<file path="src/filter_gain_defines.vh">
`ifndef FILTER_GAIN_DEFINES_VH
`define FILTER_GAIN_DEFINES_VH

// ============================================================
// Register layout.
`define CFG_WIDTH        8
`define CFG_RESET        8'h00
`define FREQ_MSB         7
`define FREQ_LSB         3
`define PRE_GAIN_BIT     2
`define POST_GAIN_BIT    1
`define VGA_MAX_BIT      0

// ============================================================
// Serial framing.
`define BIT_COUNT        4'h8
`define CNT_WIDTH        4

// ============================================================
// Gain figures in dB.
`define PRE_GAIN_LO_DB   5'h03
`define PRE_GAIN_HI_DB   5'h06
`define POST_GAIN_LO_DB  5'h06
`define POST_GAIN_HI_DB  5'h0C
`define VGA_MAX_LO_DB    5'h16
`define VGA_MAX_HI_DB    5'h1C

`endif

</file>
<file path="src/filter_gain_config_register.v">
`timescale 1ns/100ps
`include "filter_gain_defines.vh"

module filter_gain_config_register (
    // Clock and reset
    input  wire                   clk,
    input  wire                   rst_b,
    // Serial port pins
    input  wire                   latch_strobe,
    input  wire                   serial_clk,
    input  wire                   serial_data,
    output wire                   serial_readback_output,
    // Chip enable pin
    input  wire                   chip_on_pin,
    // Settings shared by both channels
    output wire [`CFG_WIDTH-1:0]  filter_gain_config,
    output wire [4:0]             corner_freq_mhz,
    output wire                   signal_present,
    output wire [2:0]             digital_gain_code,
    output wire [4:0]             pre_gain_db,
    output wire [4:0]             post_gain_db,
    output wire [4:0]             vga_max_gain_db,
    output wire                   chain_enable
);
    // ============================================================
    // Reset release.
    reg        rst_meta_reg;
    reg        rst_sync_reg;
    wire       rst_int_b = rst_sync_reg;

    always @(posedge clk or negedge rst_b) begin
        if (!rst_b) begin
            rst_meta_reg <= 1'b0;
            rst_sync_reg <= 1'b0;
        end else begin
            rst_meta_reg <= 1'b1;
            rst_sync_reg <= rst_meta_reg;
        end
    end

    // ============================================================
    // Pin synchronisers.
    wire [3:0] pins_sync;

    pin_sync #(
        .WIDTH    (4)
    ) u_pin_sync (
        .clk      (clk),
        .rst_b    (rst_int_b),
        .async_in ({chip_on_pin, serial_data, serial_clk, ~latch_strobe}),
        .sync_out (pins_sync)
    );

    // The strobe enters inverted so that the cleared synchroniser reads as an
    // idle high strobe; otherwise reset would look like a cycle opening.
    wire le_s    = ~pins_sync[0];
    wire sclk_s  = pins_sync[1];
    wire sdata_s = pins_sync[2];
    wire chip_s  = pins_sync[3];

    // ============================================================
    // Edge detection on the synchronised pins.
    // Edges are found by oversampling, so each serial clock half period must
    // last longer than one system clock or an edge is lost.
    reg        sclk_d_reg;
    reg        le_d_reg;
    wire       sclk_rise = sclk_s & ~sclk_d_reg;
    wire       sclk_fall = ~sclk_s & sclk_d_reg;
    wire       le_rise   = le_s & ~le_d_reg;

    // ============================================================
    // Transfer state machine.
    localparam ST_IDLE  = 2'b00;
    localparam ST_CMD   = 2'b01;
    localparam ST_WRITE = 2'b10;
    localparam ST_READ  = 2'b11;

    reg [1:0]              state_reg;
    reg [1:0]              state_next;
    reg [`CNT_WIDTH-1:0]   count_reg;
    reg [`CNT_WIDTH-1:0]   count_next;
    reg [`CFG_WIDTH-1:0]   shift_reg;
    reg [`CFG_WIDTH-1:0]   shift_next;
    reg [`CFG_WIDTH-1:0]   cfg_reg;
    reg [`CFG_WIDTH-1:0]   cfg_next;
    reg [`CFG_WIDTH-1:0]   rd_reg;
    reg [`CFG_WIDTH-1:0]   rd_next;
    reg                    sdo_reg;
    reg                    sdo_next;

    always @* begin
        state_next = state_reg;
        count_next = count_reg;
        shift_next = shift_reg;
        cfg_next   = cfg_reg;
        rd_next    = rd_reg;
        sdo_next   = sdo_reg;
        case (state_reg)
            ST_IDLE: begin
                if (!le_s) begin
                    state_next = ST_CMD;
                end
            end
            ST_CMD: begin
                // A strobe that rises before the command edge drops the cycle.
                if (le_s) begin
                    state_next = ST_IDLE;
                end else if (sclk_rise) begin
                    state_next = sdata_s ? ST_WRITE : ST_READ;
                    count_next = {`CNT_WIDTH{1'b0}};
                    rd_next    = cfg_reg;
                end
            end
            ST_WRITE: begin
                if (le_rise) begin
                    if (count_reg == `BIT_COUNT) begin
                        cfg_next = shift_reg;
                    end
                    state_next = ST_IDLE;
                end else if (sclk_rise && count_reg != `BIT_COUNT) begin
                    shift_next = {sdata_s, shift_reg[`CFG_WIDTH-1:1]};
                    count_next = count_reg + 4'h1;
                end
            end
            ST_READ: begin
                if (le_rise) begin
                    state_next = ST_IDLE;
                end else if (sclk_fall && count_reg != `BIT_COUNT) begin
                    sdo_next   = rd_reg[0];
                    rd_next    = {1'b0, rd_reg[`CFG_WIDTH-1:1]};
                    count_next = count_reg + 4'h1;
                end
            end
            default: begin
                state_next = ST_IDLE;
            end
        endcase
    end

    always @(posedge clk or negedge rst_int_b) begin
        if (!rst_int_b) begin
            sclk_d_reg <= 1'b0;
            le_d_reg   <= 1'b1;
            state_reg  <= ST_IDLE;
            count_reg  <= {`CNT_WIDTH{1'b0}};
            shift_reg  <= `CFG_RESET;
            cfg_reg    <= `CFG_RESET;
            rd_reg     <= `CFG_RESET;
            sdo_reg    <= 1'b0;
        end else begin
            sclk_d_reg <= sclk_s;
            le_d_reg   <= le_s;
            state_reg  <= state_next;
            count_reg  <= count_next;
            shift_reg  <= shift_next;
            cfg_reg    <= cfg_next;
            rd_reg     <= rd_next;
            sdo_reg    <= sdo_next;
        end
    end

    // ============================================================
    // Decoded settings.
    // The decode reads the next stored value, so each output flop moves
    // on the same edge as the register and no output lags the others.
    reg [4:0]              freq_reg;
    reg [2:0]              code_reg;
    reg [4:0]              pre_db_reg;
    reg [4:0]              post_db_reg;
    reg [4:0]              vga_db_reg;

    always @(posedge clk or negedge rst_int_b) begin
        if (!rst_int_b) begin
            freq_reg    <= 5'h00;
            code_reg    <= 3'h0;
            pre_db_reg  <= `PRE_GAIN_LO_DB;
            post_db_reg <= `POST_GAIN_LO_DB;
            vga_db_reg  <= `VGA_MAX_LO_DB;
        end else begin
            freq_reg    <= cfg_next[`FREQ_MSB:`FREQ_LSB];
            code_reg    <= cfg_next[`PRE_GAIN_BIT:`VGA_MAX_BIT];
            pre_db_reg  <= cfg_next[`PRE_GAIN_BIT] ? `PRE_GAIN_HI_DB : `PRE_GAIN_LO_DB;
            post_db_reg <= cfg_next[`POST_GAIN_BIT] ? `POST_GAIN_HI_DB : `POST_GAIN_LO_DB;
            vga_db_reg  <= cfg_next[`VGA_MAX_BIT] ? `VGA_MAX_HI_DB : `VGA_MAX_LO_DB;
        end
    end

    // One register feeds both channels; there is no per-channel copy to drift.
    // shared by both channels
    assign filter_gain_config     = cfg_reg;
    assign serial_readback_output = sdo_reg;
    assign signal_present         = chain_enable & (freq_reg != 5'h00);
    assign corner_freq_mhz        = freq_reg;
    assign digital_gain_code      = code_reg;
    assign pre_gain_db            = pre_db_reg;
    assign post_gain_db           = post_db_reg;
    assign vga_max_gain_db        = vga_db_reg;
    assign chain_enable           = chip_s;
endmodule

</file>
<file path="src/pin_sync.v">
`timescale 1ns/100ps
`include "filter_gain_defines.vh"

// ============================================================
// Two-stage synchroniser, one per pin.
module pin_sync #(
    parameter WIDTH = 3
) (
    // Clock and reset
    input  wire             clk,
    input  wire             rst_b,
    // Pins
    input  wire [WIDTH-1:0] async_in,
    output wire [WIDTH-1:0] sync_out
);
    reg [WIDTH-1:0] stage1_reg;
    reg [WIDTH-1:0] stage2_reg;

    genvar i;
    generate
        for (i = 0; i < WIDTH; i = i + 1) begin : g_bit
            always @(posedge clk or negedge rst_b) begin
                if (!rst_b) begin
                    stage1_reg[i] <= 1'b0;
                    stage2_reg[i] <= 1'b0;
                end else begin
                    stage1_reg[i] <= async_in[i];
                    stage2_reg[i] <= stage1_reg[i];
                end
            end
        end
    endgenerate

    assign sync_out = stage2_reg;
endmodule

</file>
<file path="config.mk">
export PLATFORM = sky130hd
export DESIGN_NAME = filter_gain_config_register
export DESIGN_NICKNAME = d
export VERILOG_FILES = /design/src/filter_gain_config_register.v /design/src/pin_sync.v
export VERILOG_INCLUDE_DIRS = /design/src /design/src/src
export SDC_FILE = /design/constraint.sdc
export NUM_CORES = 1
export LEC_CHECK = 0
export BUFFER_PORTS_ARGS = -buffer_cell sky130_fd_sc_hd__buf_2
export CAP_MARGIN = 10
export CORE_UTILIZATION = 55
export DETAILED_ROUTE_END_ITERATION = 16
export PLACE_DENSITY = 0.92
export SLEW_MARGIN = 20
export SYNTH_ARGS = -nofsm -noshare
export SYNTH_HDL_FRONTEND = slang
export SYNTH_SLANG_ARGS = --single-unit
export TNS_END_PERCENT = 10
</file>
<file path="constraint.sdc">
create_clock -name clk -period 3.1 [get_ports clk]
set_input_delay 0.62 -clock clk [delete_from_list [all_inputs] [get_ports clk]]
set_output_delay 0.62 -clock clk [all_outputs]
set_load 0.03 [all_outputs]
</file>
==> summary by stage, run 1 <==
Place
Detailed placement ended at an HPWL of roughly 2.1 mm. The congestion estimate from routability-driven global placement came to ~0.9. In this run the tool buffered the top-level ports with 30 buffer cells. In this run, placement finished with an instance count of around 210.

Synth
The Yosys step of the flow raised 0 warnings. A synthesized cell averages roughly 14 um2. The number of distinct library cells after synthesis is 38. The cell count after synthesis came out at 151.

Of the post-synthesis cell area, the dominant cell type holds a little over 50%. The register bit count reported by yosys is 46. The synthesized design contains 0 enable-type register cells.

The biggest area contributor in the post-synthesis netlist is sky130_fd_sc_hd__dfrtp_1. Among all flip-flop cells after synthesis, the most frequent one is sky130_fd_sc_hd__dfrtp_1. Sequential cells were found to cover a little under three fifths of the synthesized design area.

The combined area of all synthesized cells is 2040 um2. By area the synthesized netlist is led by sky130_fd_sc_hd__dfrtp_1, sky130_fd_sc_hd__mux2_2, sky130_fd_sc_hd__buf_4. The share of flip-flops with an asynchronous set or reset after synthesis is between 90% and 100%.

Floorplan
In this run the count of I/O pins placed on the die edge is 40. The die covers approximately 4000 um2. The floorplan row count is 21. The die boundary height is roughly 63 um.

The initial utilization of the core area, before any placement, comes to ~60%. The region available for standard cell placement spans about 3400 um2. Measured along the x axis, the die boundary spans between 60 and 70 um.

Detailed routing
The routed wire length is 2.95 mm. After detailed routing, the average wire length per cell comes to ~13 um. The number of design-rule violations left by the first detailed-router iteration is between 40 and 50. The final route contains 1159 vias. Before antenna repair, the detailed router went through 4 iterations. For this run, design rule violations remaining after detail routing come to 0. Dividing the detail-routed via count by the number of cells gives 5.27. The remaining number of nets flagged by the antenna check after routing is 0.

Global route
Global routing consumed, over all layers together, between 15 and 20% of the routing resources. The wire length of the first global-routing pass is 5.03 mm. Entering global routing, the biggest net connects 45 pins. The number of antenna violations at the first check in global routing came to 0. The total congestion overflow is 0. The via count of the first global-routing pass is approximately 1100.

Setup path
Walking the worst path, the cells encountered are or4_1 > o21a_1 > buf_2. Data on the critical path arrives at its endpoint at ~1.6 ns. At the worst endpoint, the required time is 2.48 ns. The largest fanout on the critical path is 5. The critical path class is reg2out. The worst setup path is launched from a flip-flop.

The worst setup path is captured at a primary output. The worst-path cell with the longest stage delay is sky130_fd_sc_hd__or4_1. On the worst path, the slowest cell contributes a delay of 0.55 ns.

Finish
Cells fill between 60% and 70% of the core in the end. The number of antenna diodes is 0. The post-synthesis to final-layout area growth is 7.48%.

Summing all multi-input logic gate instances after layout gives 722 um2. The area occupied by registers is about 1200 um2. The finished layout holds 220 standard cells, fillers aside. In the final design database the tool counted roughly 180 nets.

Counting the fill cells in the layout gives 252. The post-route netlist has between 40% and 50% of its cells at a drive strength greater than 1.

Timing
The setup TNS is 0 ns. The final worst-path cycle share is between 70% and 80%. Based on the critical path, the design can be clocked at up to between 400 and 500 MHz. The number of failing hold endpoints at the final stage was 0. The worst-margin pin slew is slightly below 0.9 ns. Setup violations remaining at the end of the flow were counted as 0. The clock arrives with between 0.005 and 0.006 ns of skew. The worst-case headroom to the max-slew limit is roughly two fifths. The minimum clock period is between 2 and 2.5 ns. Setup repair after global routing left no endpoint under its margin. The count of pins over their slew limit is 0.

Outcome
The flow ran to the end, and the final reports show no timing, DRC or antenna violations.

CTS
CTS saw between 40 and 50 sinks. TritonCTS built the clock tree. In this run, post-CTS hold repair placed 0 buffers.

The clock reaches the later pin of the worst-skew pair after approximately 0.30 ns. Clock-pin slew was measured on the worst setup and hold paths at around 0.080 ns. The quantity of gates resized following cts is 0. The H-tree was split into 2 levels. In this run the clock root is driven by a sky130_fd_sc_hd__clkbuf_8. The number of clock buffers added by TritonCTS is 5. After clock tree synthesis, the setup repair step added 0 buffers. The clock passes through at most 2 buffers.

Pwr
The leakage power total is 1.13 nW. The net switching fraction of the power is a little under a quarter. The power density over the cells is between 400 and 500 nW/um2. The internal power of the cells totals ~0.00080 W. The clock network is responsible for roughly a third of the overall power. Of the total power, registers draw between 60% and 70%.

IR analysis of the VDD net gives a maximum drop of 0.363 mV. In this run, the combinational gates consume 5.3% of the power. The net load switching power is 0.000247 W.

Job
The number of max-cap violations is 0.

Worst hold path
The classification of the worst-slack hold path is in2async.
-- critical path, delay by kind of cell (launching register included) --
family	cells	cell delay [ns]
compound gates	1	0.18
flops	1	0.42
buf+inv	1	0.17
simple gates	1	0.55
-- final cells by class --
| cell class | count | area share (%) |
|---|---|---|
| Timing Repair Buffer | 30 | 6.85 |
| Tap cell | 46 | 2.62 |
| Clock buffer | 7 | 3.48 |
| Multi-Input combinational cell | 84 | 32.9 |
| Sequential cell | 46 | 52.8 |
| Inverter | 6 | 1.03 |
| Clock inverter | 1 | 0.342 |
-- power groups by stage --
| stage | Sequential, W | Combinational (W) | Clock [W] |
|---|---|---|---|
| after detailed placement | 0.000658 | 0.0000553 | 0 |
| after global routing | 0.000650 | 0.0000603 | 0.000372 |
| after global placement | 0.000655 | 0.0000531 | 0 |
| after CTS | 0.000646 | 0.0000554 | 0.000358 |
| after floorplan | 0.000649 | 0.0000561 | 0 |
| final | 0.000645 | 0.0000553 | 0.000344 |
-- Yosys cell counts (all sizes together), types with 3 or more instances --
master  count
nand3       3
dfrtp      42
inv         6
nor2        4
dfstp       4
a21oi       4
buf        22
mux2i       3
o21ai       3
mux2       31
-- kinds of logic after synthesis --
kind of cell | count (synthesis) | synth area share (%)
DFF | 46 | 56.7
buffers and inverters | 29 | 9.44
other | 2 | 0.368
and+or+nand+nor | 20 | 6.50
muxes | 34 | 18.6
AOI/OAI and AO/OA | 18 | 7.24
adders and majority gates | 2 | 1.23
-- worst paths after layout --
kind                       cells after the start                               start                          endpoint  slack (ns)
max                                            3      corner_freq_mhz[2]$_DFFE_PN0P_                    signal_present        0.87
min                                            1                               rst_b               rst_int_b$_DFF_PN0_        0.09
max reg2reg                                    4            state_reg[1]$_DFFE_PN0P_    corner_freq_mhz[1]$_DFFE_PN0P_        1.00
min reg2reg                                    0  u_pin_sync.stage1_reg[1]$_DFF_PN0_  u_pin_sync.sync_out[1]$_DFF_PN0_        0.35
max in group asynchronous                      0                 rst_int_b$_DFF_PN0_          shift_reg[1]$_DFFE_PN0P_        2.16
min in group clk                               0  u_pin_sync.stage1_reg[1]$_DFF_PN0_  u_pin_sync.sync_out[1]$_DFF_PN0_        0.35
-- routing by layer --
| metal | vias up | share of wire [%] | track usage, % |
|---|---|---|---|
| li1 | 542 | - | - |
| met1 | 564 | 44 | 20.1 |
| met2 | 47 | 48 | 27.8 |
| met3 | 6 | 5.7 | 5.66 |
| met4 | 0 | 2.1 | 8.72 |
| met5 | - | 0 | 0 |
-- cells in the final DEF, fill, tap and decap left out, types with 2 or more instances in the layout --
master	count
sky130_fd_sc_hd__clkbuf_8	5
sky130_fd_sc_hd__inv_1	6
sky130_fd_sc_hd__conb_1	10
sky130_fd_sc_hd__nand2_1	2
sky130_fd_sc_hd__ha_1	2
sky130_fd_sc_hd__buf_2	30
sky130_fd_sc_hd__nor2_1	4
sky130_fd_sc_hd__mux2_2	31
sky130_fd_sc_hd__clkbuf_1	2
sky130_fd_sc_hd__nand3_1	2
sky130_fd_sc_hd__o21a_1	2
sky130_fd_sc_hd__a21oi_1	4
sky130_fd_sc_hd__o21ai_0	3
sky130_fd_sc_hd__mux2i_1	3
sky130_fd_sc_hd__dfrtp_1	41
sky130_fd_sc_hd__dfstp_2	4
-- through the flow --
step	hold slack [ns]	total power, W	worst slack (ns)	instance area, um2
final	0.0934	0.00104	0.867	2190
after global routing	0.0848	0.00108	0.821	2190
after CTS	0.0848	0.00106	0.863	2190
after detailed placement	0.338	0.000713	1.02	2110
after global placement	0.333	0.000708	1.11	2110
after floorplan	0.324	0.000706	1.16	2070
No activity file was read; power rests on OpenSTA's default activity.
==> run 2, diff against run 1 <==
- ABC_AREA: not set -> 1
- CORE_UTILIZATION: 55 -> 49
- PLACE_DENSITY: 0.92 -> 0.87
- clock period: 3.1 -> 2 ns (I/O delays scaled with it)
==> summary by stage, run 2 <==
Synth
The number of enable-type register cells in the synthesized netlist is 0. The share of synthesized area occupied by flip-flops and latches is between 50% and 60%. The mean instance size in the synthesized netlist is roughly 9.0 um2. The fraction of synthesized cell area taken by the top area cell type is 48.6%. The number of standard cells after synthesis is around 240. The most used flip-flop cell after synthesis is sky130_fd_sc_hd__dfrtp_1. The synthesized design spends more area on one cell type than any other, namely sky130_fd_sc_hd__dfrtp_1. In the post-synthesis netlist, the cell with the most instances is sky130_fd_sc_hd__nand2_1. Counting flops with an async set or reset pin after synthesis yields a share of 100%.

Ranked by instance count, the synthesized netlist is headed by sky130_fd_sc_hd__nand2_1, sky130_fd_sc_hd__dfrtp_1, sky130_fd_sc_hd__inv_1. In this run, distinct cell masters in the synthesized netlist total 30. Yosys attributes the largest share of cell area to sky130_fd_sc_hd__dfrtp_1, sky130_fd_sc_hd__nand2_1, sky130_fd_sc_hd__buf_4. The combined area of all synthesized cells is 2160 um2.

The Yosys warning count is 0. The register bit count reported by yosys is 46.

CTS
The clock-pin slew on the worst setup and hold paths is around 0.08 ns. The later-pin clock latency in the skew report is 0.30 ns. Clock tree synthesis selected as its root buffer the cell sky130_fd_sc_hd__clkbuf_8. The CTS tree is built.

The H-tree was split into 2 levels. After clock tree synthesis, the setup repair step added 0 buffers. The total clock sinks is 46. Buffers inserted to repair hold after CTS numbered 1. TritonCTS created 5 clock buffers.

After clock tree synthesis, the repair step resized 0 gates. Counting along the longest clock path gives a buffer depth of 2.

Finish
The library cell used most frequently in the layout, excluding fill and tap cells, is sky130_fd_sc_hd__nand2_1. In the layout the commonest cells are sky130_fd_sc_hd__nand2_1, sky130_fd_sc_hd__dfrtp_1, sky130_fd_sc_hd__buf_2, sky130_fd_sc_hd__inv_1, sky130_fd_sc_hd__nand3_1. The count of filler cells inserted in the layout is between 300 and 400. Cells with a size suffix above 1 make up 26.1% of the layout. From synthesis to final layout, the design area changed by 7.75%. 0 antenna diodes ended up in the layout.

At the end of the flow, the number of nets in the layout was around 270. The final core area utilization is 56.6%.

Timing
The smallest clock period supported by the final layout is computed as ~1.8 ns. The setup-violating endpoint count in the final report is 0. Headroom to the max-slew limit came out at approximately 64%. Summed over all failing endpoints, the final setup total negative slack is 0 ns. The final worst-path cycle share is between 80% and 90%. The number of failing hold endpoints at the final stage was 0. The maximum clock frequency is 560 MHz. Setup repair after global routing left no endpoint under its margin.

Clock skew on the completed layout was measured at ~0.0053 ns. For the pin with the worst max-slew slack, the measured transition is 0.541 ns. The count of pins over their slew limit is 0.

Outcome
The flow ran to the end, and the final reports show no timing, DRC or antenna violations.

Place
Summed over all nets, the half-perimeter wirelength after detailed placement is 2.48 mm. At the end of routability-driven placement, the weighted congestion stood at around 0.77. In this run the tool buffered the top-level ports with 30 buffer cells.

Job
The tool flagged a number of max-cap violations equal to 0.

Setup path
The signal on the critical path passes through nor4_1 > nand2_1 > nand2_1 > inv_1 > buf_2. The startpoint type of the worst setup path is a flip-flop. The required time at the endpoint of the critical path is between 1.5 and 2 ns.

The kind of cell with the highest combined delay on the critical path is simple AND/OR/NAND/NOR gates. In this design, the critical path's most frequently occurring cell is sky130_fd_sc_hd__nand2_1. The largest stage delay on the critical path is roughly 0.42 ns. The kind of end point of the critical path is a primary output.

STA puts the critical path data arrival time at ~1.4 ns. The worst path buffer plus inverter count is 2. The slowest stage of the critical path belongs to the cell sky130_fd_sc_hd__dfrtp_1. Of all nets on the critical path, the largest fanout is 5. The critical path is of the reg2out type.

Detailed routing
The total vias in the final route is approximately 1500. The remaining number of nets flagged by the antenna check after routing is 0. After detailed routing, the number of vias per cell comes to between 4 and 5. The post-route DRC violation count is 0. After detailed routing, the average wire length per cell comes to 11.2 um. The final layout contains routed wiring with a total length of 3.53 mm. Before antenna repair, the detailed router went through 4 iterations.

The first routing iteration left 61 violations.

Pwr
Summing internal, switching and leakage power gives 0.00204 W. The highest ir drop seen on vdd is ~0.64 mV. The power density over the cells is a little under 900 nW/um2. In this run the static leakage power is ~1.3 nW.

Global route
The via count of the first global-routing pass is ~1400. The total overflow left after global routing is 0. Global routing used 18.0% of the available tracks. The number of antenna violations at the first check in global routing came to 0. The pin count of the biggest net entering global routing is 45. The first global-routing pass estimated between 5 and 6 mm of wire.

Worst hold path
The tightest min-delay check is of the in2reg type.

Floorplan
The area of the die is ~4700 um2. In this run the standard cell core region covers a little over 4000 um2. During I/O placement, the number of pins put on the boundary was 40. The floorplan row count is 23.

Once the floorplan was initialized, standard cells occupied about 53% of the core. The x dimension of the die is about 68 um. The die boundary height is 68.4 um.
## run 2: changes by cell type after synthesis, moves of 2 or more
cell	change
sky130_fd_sc_hd__nand2_1	+69
sky130_fd_sc_hd__mux2_2	-31
sky130_fd_sc_hd__inv_1	+23
sky130_fd_sc_hd__nand3_1	+10
sky130_fd_sc_hd__o21ai_1	+8
sky130_fd_sc_hd__o21ai_2	+8
sky130_fd_sc_hd__nand2_2	+5
sky130_fd_sc_hd__o21ai_0	+5
sky130_fd_sc_hd__nor2_2	+4
sky130_fd_sc_hd__mux2i_1	-3
sky130_fd_sc_hd__a21oi_1	-2
sky130_fd_sc_hd__inv_2	+2
sky130_fd_sc_hd__o21a_1	-2
## run 2: final timing paths
check | from | to | slack (ns) | cells after the start
min reg2reg | rst_int_b$_DFF_PN0_ | u_pin_sync.stage1_reg[2]$_DFF_PN0_ | 0.33 | 1
min in group asynchronous | rst_int_b$_DFF_PN0_ | u_pin_sync.stage1_reg[2]$_DFF_PN0_ | 0.33 | 1
min | chip_on_pin | u_pin_sync.stage1_reg[3]$_DFF_PN0_ | 0.20 | 1
max in group asynchronous | rst_int_b$_DFF_PN0_ | vga_max_gain_db[1]$_DFF_PN1_ | 1.29 | 1
max | corner_freq_mhz[3]$_DFFE_PN0P_ | signal_present | 0.21 | 5
max reg2reg | count_reg[0]$_DFFE_PN0P_ | rd_reg[4]$_DFFE_PN0P_ | 0.30 | 8
## run 2: per-layer routing
metal / track usage (%) / vias up / wire, um
met5: 0 / - / 0
met4: 9.38 / 0 / 70
met3: 5.83 / 6 / 166
met2: 29.3 / 36 / 1760
met1: 21.0 / 698 / 1530
li1: - / 759 / -
## run 2: kinds of logic after synthesis
kind of cell,Yosys count,synth area share (%)
AOI/OAI and AO/OA,30,9.55
adders and majority gates,2,1.16
other,2,0.347
DFF,46,53.5
buffers and inverters,55,13.9
and+or+nand+nor,104,21.6
## run 2: through the flow
| stage | worst slack [ns] | instances | cell area (um2) | hold WS [ns] |
|---|---|---|---|---|
| after CTS | 0.180 | 314 | 2330 | 0.194 |
| after global placement | 0.390 | 305 | 2240 | 0.185 |
| after global routing | 0.136 | 314 | 2330 | 0.183 |
| after floorplan | 0.547 | 247 | 2190 | 0.104 |
| after detailed placement | 0.319 | 305 | 2240 | 0.187 |
| final | 0.214 | 314 | 2330 | 0.202 |
## run 2: area by class of cell
type	instances	area, um2	share of cell area [%]
Clock inverter	1	7.51	0.322
Tap cell	50	62.6	2.69
Clock buffer	7	76.3	3.28
Sequential cell	46	1160	49.7
Inverter	32	123	5.26
Multi-Input combinational cell	146	736	31.6
Timing Repair Buffer	32	168	7.20
## run 2: power by group
group / leakage, nW / internal (W) / switching (W)
registers: 0.598 / 0.000991 / 0.0000717
clock network: 0.0385 / 0.000247 / 0.000301
logic: 0.630 / 0.000125 / 0.000301
==> run 3, diff against run 2 <==
- REMOVE_ABC_BUFFERS: not set -> 1
==> summary by stage, run 3 (synthesis gave the netlist of run 2 again) <==
Outcome
The run finished with clean final reports.

Setup path
Along the worst path, the maximum fanout reaches 5. The end of the worst register-to-register path is digital_gain_code[0]$_DFF_PN0_. The most frequent cell on the critical path is sky130_fd_sc_hd__nand2_1.

The required time at the endpoint of the critical path is 1.60 ns. Across all register-to-register paths, the minimum setup slack is 0.27 ns. Traced cell by cell, the critical path runs through nor4_1 > nand2_1 > nand2_1 > inv_1 > buf_2. The worst flop-to-flop path startpoint is count_reg[0]$_DFFE_PN0P_. The worst-path cell with the longest stage delay is sky130_fd_sc_hd__dfrtp_1. The depth of the worst register-to-register path is 6. The kind of cell with the highest combined delay along the critical path is simple AND/OR/NAND/NOR gates.

The kind of end point of the critical path is a primary output. The startpoint type of the worst setup path is a flip-flop. Together, buffers and inverters on the worst path number 2.

The largest stage delay on the critical path is between 0.4 and 0.5 ns. The worst setup path is of the reg2out kind. The worst endpoint data arrival time is roughly 1.4 ns.

Worst hold path
The worst hold path belongs to the class in2reg. The worst hold path begins at serial_clk. The worst hold path terminates at u_pin_sync.stage1_reg[1]$_DFF_PN0_. Along the worst hold path, the cell count comes to 1.

Place
The total of buffers placed on input and output ports is 30. The placed wire-length estimate after detailed placement is ~2.5 mm. The placement-stage worst setup slack is 0.301 ns. The standard cell area after detailed placement is between 2000 and 2500 um2. At the end of routability-driven placement, the weighted congestion stood at 0.794. The total placed cells including tap cells is about 300.

Global route
The total routing resource utilization after global routing is between 10% and 20%. Entering global routing, the biggest net connects 24 pins. The via count of the first global-routing pass is between 1000 and 1500.

Global routing finished with a remaining overflow of 0. The number of antenna violations at the first check in global routing is 0. The first global-routing pass estimated between 5 and 6 mm of wire.

Detailed routing
The final layout contains routed wiring with a total length of ~3.6 mm. The per-cell routed wire length is around 11 um. The number of design-rule violations left by the first detailed-router iteration is 111. For this run, the detailed router's first-pass iteration total came to 4. The post-route DRC violation count is 0. The remaining number of nets flagged by the antenna check after routing is 0. The detailed-route vias per instance is 4.75.

The total vias in the final route is about 1500.

CTS
The tree is rooted in a sky130_fd_sc_hd__clkbuf_8. The total clock sinks is 46. The later-pin clock latency in the skew report is 0.30 ns.

Post-CTS timing repair inserted 0 buffers for setup. The clock passes through at most 2 buffers. The count of H-tree levels built during CTS is 2.

The CTS tree is built. The number of buffers added by the clock tree synthesis step is 5. After clock tree synthesis, the clock-pin slew on the worst setup and hold paths is roughly 0.08 ns.

Finish
The number of nets in the finished design is approximately 270. The number of antenna diodes in the final layout is 0. The final design instance area without fill is approximately 2300 um2. The post-synthesis to final-layout area growth is 8.10%. The top cell types in the final layout, fill and taps aside, are sky130_fd_sc_hd__nand2_1, sky130_fd_sc_hd__dfrtp_1, sky130_fd_sc_hd__buf_2, sky130_fd_sc_hd__inv_1, sky130_fd_sc_hd__nand3_1. In the final layout, the share of cells above drive strength 1 is 26.4%. The most frequent standard cell in the layout excluding fill and tap cells is sky130_fd_sc_hd__nand2_1. Once layout is complete, the cells apart from fillers number 315.

Floorplan
Row generation in the floorplan step produced 23 rows. 40 I/O pins were placed. After floorplanning, the core was sized to cover 4120 um2. The initial utilization of the core area, before any placement, comes to roughly 53%. The die covers 4680 um2.

The floorplan step set the die width to 68.4 um. The die boundary height is just under 70 um.

Timing
Setup repair after global routing left no endpoint under its margin. The worst slack on hold paths is a little under 0.2 ns. The count of pins over their slew limit is 0. Adding up every negative setup slack in the final design gives 0 ns.

Counting I/O delays and the setup requirement, the final critical path takes 1.76 ns. Between clock sinks in the finished design, the worst skew comes to between 0.004 and 0.005 ns. The final critical path takes up between 80% and 90% of the cycle. The number of failing hold endpoints at the final stage is 0.

The setup-violating endpoint count in the final report is 0. Once routing completed, OpenROAD measured the worst setup slack at 0.236 ns. Static timing analysis puts the maximum clock frequency at ~570 MHz.

Job
Max-cap violations in this run came to 0.

Pwr
In this run the static leakage power is around 1.3 nW. Across the VDD grid, the largest voltage drop is about 0.66 mV. The power density over the cells is between 800 and 900 nW/um2.
run 3: metal layers:
layer | track usage [%] | vias up | routed length, um
met5 | 0 | - | 0
met4 | 7.81 | 0 | 72
met3 | 5.00 | 8 | 162
met2 | 28.2 | 40 | 1720
met1 | 22.3 | 692 | 1610
li1 | - | 757 | -
run 3: per-stage QoR:
step | total power [W] | util [%]
floorplan | 0.00141 | -
global placement | 0.00149 | 54.5
detailed placement | 0.00150 | 54.5
CTS | 0.00204 | 56.8
global route | 0.00215 | 56.8
finish | 0.00204 | 56.8
run 3: where the power goes:
part	total [W]	internal (W)	switching, W
clock network	0.000553	0.000247	0.000305
logic	0.000414	0.000126	0.000288
registers	0.00107	0.000991	0.0000802
total	0.00204	0.00136	0.000674
run 3: what timing repair did:
action | 4_1_cts | 5_1_grt
endpoints found under the hold margin | 2 | 0
gates resized for setup | 0 | 0
hold buffers | 1 | 0
run 3: how the worst max path moves through the flow:
stage | from | to | depth (start not counted)
2_1_floorplan | corner_freq_mhz[3]$_DFFE_PN0P_ | signal_present | 4
3_3_place_gp | count_reg[0]$_DFFE_PN0P_ | digital_gain_code[1]$_DFF_PN0_ | 6
3_5_place_dp | count_reg[0]$_DFFE_PN0P_ | digital_gain_code[0]$_DFF_PN0_ | 6
4_1_cts | corner_freq_mhz[3]$_DFFE_PN0P_ | signal_present | 5
5_1_grt | corner_freq_mhz[3]$_DFFE_PN0P_ | signal_present | 5
6_report | corner_freq_mhz[3]$_DFFE_PN0P_ | signal_present | 5
run 3: area by class of cell:
type                            count  area (um2)
Clock buffer                        7        76.3
Clock inverter                      1        7.51
Fill cell                         365        1780
Inverter                           32         123
Multi-Input combinational cell    146         736
Sequential cell                    46        1160
Tap cell                           50        62.6
Timing Repair Buffer               33         175
